`config.mk`:
```
export PLATFORM = sky130hd
export DESIGN_NAME = msa_regs
export DESIGN_NICKNAME = d
export VERILOG_FILES = /design/src/rtl/msa_pkg.sv /design/src/rtl/msa_ratio_sel.sv /design/src/rtl/msa_regs.sv
export SDC_FILE = /design/constraint.sdc
export NUM_CORES = 1
export LEC_CHECK = 0
export CAP_MARGIN = 20
export CORE_ASPECT_RATIO = 0.9
export CORE_MARGIN = 1.5
export CORE_UTILIZATION = 60
export CTS_BUF_LIST = sky130_fd_sc_hd__clkbuf_2
export CTS_CLUSTER_SIZE = 8
export DETAILED_ROUTE_END_ITERATION = 16
export DONT_BUFFER_PORTS = 1
export GPL_TIMING_DRIVEN = 0
export PLACE_DENSITY = 0.83
export RECOVER_POWER = 100
export SLEW_MARGIN = 40
export SYNTH_ARGS = -nofsm -noshare
export SYNTH_HDL_FRONTEND = slang
export SYNTH_SLANG_ARGS = --single-unit
```
`constraint.sdc`:
```
create_clock -name i_mclk -period 3.45 [get_ports i_mclk]
set_clock_uncertainty 0.05 [all_clocks]
set_input_delay 0.69 -clock i_mclk [delete_from_list [all_inputs] [get_ports i_mclk]]
set_output_delay 0.69 -clock i_mclk [all_outputs]
set_load 0.02 [all_outputs]
```
`src/rtl/msa_pkg.sv`:
```
// Constants for the stream-2 attribute register bank: offsets, fields, reset values.
// Assumes an APB master on a 32-bit data bus and one 100 MHz clock.
// How it works
// - Sixteen-bit count of clocks from hsync lead edge to first active pixel.
// - Sixteen-bit count of lines from vsync lead edge to first active line.
// - Attribute byte A: sync clock, format, range, colorimetry, bit depth fields.
// - Attribute byte B: interlace even flag, stereo field, bits 7:3 reserved.
// - Asynchronous mode uses a computed M, never written into the register.
// - Asynchronous mode never writes a computed N back into the register.
// - Transfer unit size resets to 64.
// - Bit 0 of the transfer unit size ignores writes; the size stays even.
package msa_pkg;
  localparam logic [11:0] OFS_HSTART = 12'h51c;
  localparam logic [11:0] OFS_VSTART = 12'h520;
  localparam logic [11:0] OFS_ATTR_A = 12'h524;
  localparam logic [11:0] OFS_ATTR_B = 12'h528;
  localparam logic [11:0] OFS_MVAL = 12'h52c;
  localparam logic [11:0] OFS_TU = 12'h530;
  localparam logic [11:0] OFS_NVAL = 12'h534;
  localparam int START_W = 16;
  localparam int ATTR_W = 8;
  localparam int RATIO_W = 24;
  localparam int TU_W = 7;
  localparam int ATTR_B_USED_W = 3;
  localparam logic [6:0] TU_RESET = 7'h40;
  localparam logic [15:0] START_RESET = 16'h0000;
  localparam logic [7:0] ATTR_RESET = 8'h00;
  localparam logic [23:0] RATIO_RESET = 24'h000000;
  localparam int SYNC_CLK_BIT = 0;
  localparam int FMT_LSB = 1;
  localparam int RANGE_BIT = 3;
  localparam int COLOR_BIT = 4;
  localparam int DEPTH_LSB = 5;
  localparam int INTERLACE_BIT = 0;
  localparam int STEREO_LSB = 1;
  typedef enum logic [2:0] {
    MSA_SEL_HSTART, MSA_SEL_VSTART, MSA_SEL_ATTR_A, MSA_SEL_ATTR_B,
    MSA_SEL_MVAL, MSA_SEL_TU, MSA_SEL_NVAL, MSA_SEL_NONE
  } msa_sel_t;
endpackage

```
`src/rtl/msa_ratio_sel.sv`:
```
// Chooses the M and N values that the framing logic inserts into the main stream.
// Assumes the computed values come from clock-recovery logic on the same clock.
`timescale 1ns/1ps
module msa_ratio_sel (
  input wire logic i_sync_clk,
  input wire logic [msa_pkg::RATIO_W-1:0] i_reg_m,
  input wire logic [msa_pkg::RATIO_W-1:0] i_reg_n,
  input wire logic [msa_pkg::RATIO_W-1:0] i_calc_m,
  input wire logic [msa_pkg::RATIO_W-1:0] i_calc_n,
  output logic [msa_pkg::RATIO_W-1:0] o_m,
  output logic [msa_pkg::RATIO_W-1:0] o_n
);
  import msa_pkg::*;
  // Computed values go only to the stream, never back into the registers.
  assign o_m = i_sync_clk ? i_reg_m : i_calc_m;
  assign o_n = i_sync_clk ? i_reg_n : i_calc_n;
endmodule

```
`src/rtl/msa_regs.sv`:
```
// Stream-2 attribute register bank with an APB slave port.
// Assumes an APB master on i_mclk; framing logic reads the o_ fields.
`timescale 1ns/1ps
module msa_regs (
  input wire logic i_mclk,
  input wire logic i_rstn,
  input wire logic i_psel,
  input wire logic i_penable,
  input wire logic i_pwrite,
  input wire logic [11:0] i_paddr,
  input wire logic [31:0] i_pwdata,
  input wire logic [3:0] i_pstrb,
  output logic [31:0] o_prdata,
  output logic o_pready,
  output logic o_pslverr,
  input wire logic [msa_pkg::RATIO_W-1:0] i_calc_m,
  input wire logic [msa_pkg::RATIO_W-1:0] i_calc_n,
  output logic [msa_pkg::START_W-1:0] o_hstart,
  output logic [msa_pkg::START_W-1:0] o_vstart,
  output logic [msa_pkg::ATTR_W-1:0] o_attr_a,
  output logic [msa_pkg::ATTR_W-1:0] o_attr_b,
  output logic o_sync_clk,
  output logic [1:0] o_comp_format,
  output logic o_dyn_range,
  output logic o_ycbcr_color,
  output logic [2:0] o_bit_depth,
  output logic o_interlace_even,
  output logic [1:0] o_stereo,
  output logic [msa_pkg::TU_W-1:0] o_tu_size,
  output logic [msa_pkg::RATIO_W-1:0] o_stream_m,
  output logic [msa_pkg::RATIO_W-1:0] o_stream_n
);
  import msa_pkg::*;

  logic rst_meta;
  logic rst_sync;
  logic [15:0] hstart;
  logic [15:0] vstart;
  logic [7:0] attr_a;
  logic [7:0] attr_b;
  logic [23:0] mval;
  logic [23:0] nval;
  logic [6:0] tu;
  msa_sel_t sel;
  logic wr_en;
  logic rd_en;
  logic [31:0] next_rdata;
  logic [31:0] merged_h;
  logic [31:0] merged_v;
  logic [31:0] merged_m;
  logic [31:0] merged_n;

  function automatic msa_sel_t decode(input logic [11:0] addr);
    case (addr)
      OFS_HSTART: decode = MSA_SEL_HSTART;
      OFS_VSTART: decode = MSA_SEL_VSTART;
      OFS_ATTR_A: decode = MSA_SEL_ATTR_A;
      OFS_ATTR_B: decode = MSA_SEL_ATTR_B;
      OFS_MVAL: decode = MSA_SEL_MVAL;
      OFS_TU: decode = MSA_SEL_TU;
      OFS_NVAL: decode = MSA_SEL_NVAL;
      default: decode = MSA_SEL_NONE;
    endcase
  endfunction

  // Byte-lane merge so that partial APB writes touch only their lanes.
  function automatic logic [31:0] merge(input logic [31:0] old, input logic [31:0] wd,
                                        input logic [3:0] strb);
    logic [31:0] r;
    r = old;
    for (int i = 0; i < 4; i++) begin
      if (strb[i]) begin
        r[8*i +: 8] = wd[8*i +: 8];
      end
    end
    merge = r;
  endfunction

  always_ff @(posedge i_mclk or negedge i_rstn) begin
    if (!i_rstn) begin
      rst_meta <= 1'b0;
      rst_sync <= 1'b0;
    end else begin
      rst_meta <= 1'b1;
      rst_sync <= rst_meta;
    end
  end

  assign sel = decode(i_paddr);
  assign wr_en = i_psel && i_penable && i_pwrite && (sel != MSA_SEL_NONE);
  assign rd_en = i_psel && !i_pwrite;
  assign o_pready = 1'b1;
  assign o_pslverr = i_psel && i_penable && (sel == MSA_SEL_NONE);

  // Lane-merged write words; a function result cannot be part-selected directly.
  assign merged_h = merge({16'h0000, hstart}, i_pwdata, i_pstrb);
  assign merged_v = merge({16'h0000, vstart}, i_pwdata, i_pstrb);
  assign merged_m = merge({8'h00, mval}, i_pwdata, i_pstrb);
  assign merged_n = merge({8'h00, nval}, i_pwdata, i_pstrb);

  always_ff @(posedge i_mclk or negedge rst_sync) begin
    if (!rst_sync) begin
      hstart <= START_RESET;
      vstart <= START_RESET;
      attr_a <= ATTR_RESET;
      attr_b <= ATTR_RESET;
      mval <= RATIO_RESET;
      nval <= RATIO_RESET;
    end else if (wr_en) begin
      case (sel)
        MSA_SEL_HSTART: hstart <= merged_h[15:0];
        MSA_SEL_VSTART: vstart <= merged_v[15:0];
        MSA_SEL_ATTR_A: attr_a <= i_pstrb[0] ? i_pwdata[7:0] : attr_a;
        MSA_SEL_ATTR_B: attr_b <= i_pstrb[0] ? {4'h0, i_pwdata[3:0] & 4'h7} : attr_b;
        MSA_SEL_MVAL: mval <= merged_m[23:0];
        MSA_SEL_NVAL: nval <= merged_n[23:0];
        default: begin
        end
      endcase
    end
  end

  always_ff @(posedge i_mclk or negedge rst_sync) begin
    if (!rst_sync) begin
      tu <= TU_RESET;
    end else if (wr_en && sel == MSA_SEL_TU && i_pstrb[0]) begin
      tu <= {i_pwdata[6:1], tu[0]};
    end
  end

  always_comb begin
    next_rdata = 32'h00000000;
    case (sel)
      MSA_SEL_HSTART: next_rdata = {16'h0000, hstart};
      MSA_SEL_VSTART: next_rdata = {16'h0000, vstart};
      MSA_SEL_ATTR_A: next_rdata = {24'h000000, attr_a};
      MSA_SEL_ATTR_B: next_rdata = {24'h000000, attr_b};
      MSA_SEL_MVAL: next_rdata = {8'h00, mval};
      MSA_SEL_TU: next_rdata = {25'h0000000, tu};
      MSA_SEL_NVAL: next_rdata = {8'h00, nval};
      default: next_rdata = 32'h00000000;
    endcase
  end

  // Read data is registered in the setup cycle so it is valid in the access cycle.
  always_ff @(posedge i_mclk or negedge rst_sync) begin
    if (!rst_sync) begin
      o_prdata <= 32'h00000000;
    end else if (rd_en && !i_penable) begin
      o_prdata <= next_rdata;
    end
  end

  assign o_hstart = hstart;
  assign o_vstart = vstart;
  assign o_attr_a = attr_a;
  assign o_attr_b = attr_b;
  assign o_sync_clk = attr_a[SYNC_CLK_BIT];
  assign o_comp_format = attr_a[FMT_LSB +: 2];
  assign o_dyn_range = attr_a[RANGE_BIT];
  assign o_ycbcr_color = attr_a[COLOR_BIT];
  assign o_bit_depth = attr_a[DEPTH_LSB +: 3];
  assign o_interlace_even = attr_b[INTERLACE_BIT];
  assign o_stereo = attr_b[STEREO_LSB +: 2];
  assign o_tu_size = tu;

  msa_ratio_sel u_ratio (
    .i_sync_clk(attr_a[SYNC_CLK_BIT]),
    .i_reg_m(mval),
    .i_reg_n(nval),
    .i_calc_m(i_calc_m),
    .i_calc_n(i_calc_n),
    .o_m(o_stream_m),
    .o_n(o_stream_n)
  );

  tu_even_a: assert property (@(posedge i_mclk) disable iff (!rst_sync)
    tu[0] == 1'b0) else $error("transfer unit size became odd");
  tu_write_a: assert property (@(posedge i_mclk) disable iff (!rst_sync)
    (wr_en && sel == MSA_SEL_TU && i_pstrb[0]) |=> tu == {$past(i_pwdata[6:1]), 1'b0})
    else $error("transfer unit size not updated");
  tu_reset_a: assert property (@(posedge i_mclk)
    $rose(rst_sync) |-> tu == 7'h40) else $error("transfer unit size reset wrong");
  m_hold_a: assert property (@(posedge i_mclk) disable iff (!rst_sync)
    !(wr_en && sel == MSA_SEL_MVAL) |=> $stable(mval)) else $error("M changed without write");
  n_hold_a: assert property (@(posedge i_mclk) disable iff (!rst_sync)
    !(wr_en && sel == MSA_SEL_NVAL) |=> $stable(nval)) else $error("N changed without write");
  m_select_a: assert property (@(posedge i_mclk) disable iff (!rst_sync)
    o_stream_m == (attr_a[0] ? mval : i_calc_m)) else $error("stream M source wrong");
  n_select_a: assert property (@(posedge i_mclk) disable iff (!rst_sync)
    o_stream_n == (attr_a[0] ? nval : i_calc_n)) else $error("stream N source wrong");
  hstart_rb_a: assert property (@(posedge i_mclk) disable iff (!rst_sync)
    (wr_en && sel == MSA_SEL_HSTART && i_pstrb == 4'hf) |=> hstart == $past(i_pwdata[15:0]))
    else $error("hsync start not stored");
  vstart_rb_a: assert property (@(posedge i_mclk) disable iff (!rst_sync)
    (wr_en && sel == MSA_SEL_VSTART && i_pstrb == 4'hf) |=> vstart == $past(i_pwdata[15:0]))
    else $error("vsync start not stored");
  attr_b_rsvd_a: assert property (@(posedge i_mclk) disable iff (!rst_sync)
    attr_b[7:3] == 5'h00) else $error("attribute B reserved bits set");
  attr_a_wr_a: assert property (@(posedge i_mclk) disable iff (!rst_sync)
    (wr_en && sel == MSA_SEL_ATTR_A && i_pstrb[0]) |=> o_bit_depth == $past(i_pwdata[7:5]))
    else $error("bit depth not stored");
  rd_back_a: assert property (@(posedge i_mclk) disable iff (!rst_sync)
    (i_psel && !i_penable && !i_pwrite && sel == MSA_SEL_VSTART) |=> o_prdata == {16'h0, vstart})
    else $error("readback mismatch");

  wr_tu_c: cover property (@(posedge i_mclk) wr_en && sel == MSA_SEL_TU);
  async_c: cover property (@(posedge i_mclk) !attr_a[0] && o_stream_m != mval);
  err_c: cover property (@(posedge i_mclk) o_pslverr);
endmodule

```
==> run_results.csv <==
group,metric,value,unit
status,outcome,"finished, violations left",
status,violations,"max-capacitance violations, max-slew violations",
synth,ys_top_cells_by_area,"dfrtp_1 48%, mux2_2 25%, buf_4 3.2%",
detailed_routing,drt-pass1-iter-count,7,
detailed_routing,wirelength,17600,um
worst_setup_path,crit_start,"o_attr_a[0]",
worst_setup_path,reg2reg_slack,0.89,ns
clock_network,worst_skew_pair.late_latency,0.67,ns
pwr,seq_power_share,51.8,%
grt,grt_start_max_net_pins,46,
detailed_routing,vias,4505,
synth,ys_top_cells_by_count,"139 x mux2_2, 122 x dfrtp_1, 27 x buf_4",
clock_network,numClockSinks,123,
hold_path,min_path_type,"in2reg",
worst_setup_path,r2r_start,"rst_sync",
sta,worstMarginPinSlew,1.66,ns
pwr,switching_share,25.8,%
floorplanning,initial_core_util,61.8,%
grt,track_usage,31.4,%
clock_network,numCtsBuffers,17,
detailed_routing,drc,0,
sta,rsz0062_at_grt,"false",
grt,first_global_vias,4646,
worst_setup_path,endpoint,"o_stream_m[21]",
floorplanning,row_count,35,
layout,finalNetCount,637,
synth,syn_area,0.00636,mm2
layout,final_util,65.8,%
sta,slew_headroom,-12.0,%
sta,timing.hold.ws,0.0823,ns
detailed_routing,postRouteAntennaNets,0,
grt,grt-ovfl-total,0,
worst_setup_path,reg2reg_depth,1,
floorplanning,core-area,0.0103,mm2
clock_network,root_buffer,"clkbuf_2",
worst_setup_path,r2r_end,"o_prdata[21]",
sta,worst_slack,0.331,ns
place,gp_congestion,0.883,
worst_setup_path,cp-start-kind,"register",
sta,period_needed,3.12,ns
place,pre_cts_ws,0.329,ns
clock_network,tritoncts,"yes",
detailed_routing,viasPerCell,6.64,
pwr,comb_power_share,6.7,%
place,dpl.hpwl,12600,um
worst_setup_path,path_class,"reg2out",
synth,yosysMostFrequentCell,"mux2_2",
sta,final_hold_viol_count,0,
place,dpl.cell_count,646,
synth,synth_cells,501,
layout,layout-drive-gt1-share,28.6,%
job,cap_violations,3,
synth,yosys_register_bits,123,
clock_network,cts_buffer_depth,2,
synth,postSynth.asyncResetShare,100,%
detailed_routing,first_iter_violations,307,
worst_setup_path,critPathMaxFanout,19,
pwr,p_clk_share,41.5,%
synth,synth.top_cell.area_share,48.0,%
pwr,p_switching,0.000746,W
sta,fin_crit_sh,90.4,%
worst_setup_path,arrival,2.38,ns
clock_network,postCtsSetupBuffers,0,
floorplanning,dieWidth,111,um
pwr,ir_drop,0.392,mV
synth,synth_seq_area_share,48.4,%
grt,antenna_found_initial,0,
synth,yosys_warnings,0,
synth,synth_top_cell_by_area,"dfrtp_1",
synth,avgSynthCellArea,12.7,um2
pwr,power.leakage,3.20,nW
worst_setup_path,required,2.71,ns
sta,drv_slew,59,
sta,finalSetupViolCount,0,
layout,n_antenna_cell,0,
layout,area_delta_synth_final,6.61,%
clock_network,path_clk_slew,0.20,ns
pwr,powerDensity,427,mW/mm2
synth,synthDistinctLibCells,59,
grt,grt_pass1_wl,26400,um
worst_setup_path,endpoint_kind,"primary output",
synth,synth_edf_count,0,
pwr,p_int,0.00215,W
floorplanning,ioPinCount,249,
layout,instances_no_fill,678,
floorplanning,fp.dieArea,0.0112,mm2
sta,max_freq,321,MHz
clock_network,cts_htree_levels,4,
sta,fin_setup_tns,0,ns
place,io_buffers,0,
synth,ys_dominant_reg_cell,"dfrtp_1",
detailed_routing,wl_per_cell,25.9,um
floorplanning,dieHeight,101,um
[per-layer routing]
| layer | global-route usage, % | share of wire (%) |
|---|---|---|
| met5 | 0 | 0 |
| met4 | 13.9 | 2.7 |
| met3 | 9.80 | 9.4 |
| met2 | 50.7 | 49 |
| met1 | 39.2 | 39 |
[flip-flops by register name (all words and copies together) (netlist names)]
register and flops:
rst_sync 1, o_attr_b 3, mval 24, o_prdata 24
rst_meta 1, o_attr_a 8, o_hstart 16, o_vstart 16
o_tu_size 6, nval 24
[layout make-up]
type,count,area [um2]
clock buffers,18,90.1
multi-input cells,335,2900
repair buffers,3,20.0
plain buffers,55,280
well taps,129,161
clock inverters,14,243
inverters,1,3.75
fillers,817,3510
flip-flops and latches,123,3080
[critical path, cell delays in order (launching register included)]
cell	delay, ns
dfrtp_1	0.62
clkbuf_2	0.59
mux2_1	0.50
[how the worst min path moves through the flow]
stage	from	endpoint	slack [ns]	depth (start not counted)
after floorplan	rst_meta	rst_sync	0.28	0
after global placement	rst_meta	rst_sync	0.29	0
after detailed placement	rst_sync	o_hstart[3]	0.29	0
after CTS	i_pwdata[2]	nval[2]	0.04	1
after global routing	i_pwdata[12]	o_vstart[12]	0.02	1
final	i_pwdata[4]	nval[4]	0.08	1
[repair_timing]
| action | 4_1_cts | 5_1_grt |
|---|---|---|
| endpoints found under the hold margin | 2 | 0 |
| setup endpoints to repair | 9 | 0 |
| resized for setup | 1 | 0 |
| hold buffers | 1 | 0 |
[through the flow]
| step | total power, W | cell area, um2 |
|---|---|---|
| after floorplan | 0.00169 | 6410 |
| after global placement | 0.00172 | 6570 |
| after detailed placement | 0.00173 | 6630 |
| after CTS | 0.00293 | 6970 |
| after global routing | 0.00299 | 6780 |
| final | 0.00289 | 6780 |
[cell usage in the layout, fill, tap and decap left out, types with 6 or more instances in the layout]
master | netlist | final
buf_4 | 27 | 16
mux2i_1 | 8 | 8
o21ai_0 | 16 | 16
and2_0 | 4 | 6
dfrtp_1 | 122 | 122
mux2_1 | 0 | 55
conb_1 | 2 | 16
a31oi_1 | 7 | 7
clkbuf_1 | 16 | 33
nand2_1 | 9 | 9
and3_1 | 9 | 9
nor2_1 | 22 | 23
nand3_1 | 5 | 8
a221oi_1 | 10 | 10
bufinv_16 | 0 | 6
clkbuf_2 | 0 | 23
a222oi_1 | 10 | 10
mux2_2 | 139 | 91
[cells by family after synthesis]
family | share of synthesized area, %
AOI/OAI and AO/OA | 8.19
other | 0.118
and+or+nand+nor | 10.2
buffers and inverters | 5.31
muxes | 27.8
DFF | 48.4
[power by group through the flow]
| stage | Combinational [W] | Clock (W) | Sequential, W |
|---|---|---|---|
| 2_1_floorplan | 0.000157 | 0 | 0.00153 |
| 3_3_place_gp | 0.000178 | 0 | 0.00154 |
| 3_5_place_dp | 0.000207 | 0 | 0.00153 |
| 4_1_cts | 0.000208 | 0.00122 | 0.00150 |
| 5_1_grt | 0.000209 | 0.00128 | 0.00150 |
| 6_report | 0.000193 | 0.00120 | 0.00150 |
Power figures use the tool's default switching activity.
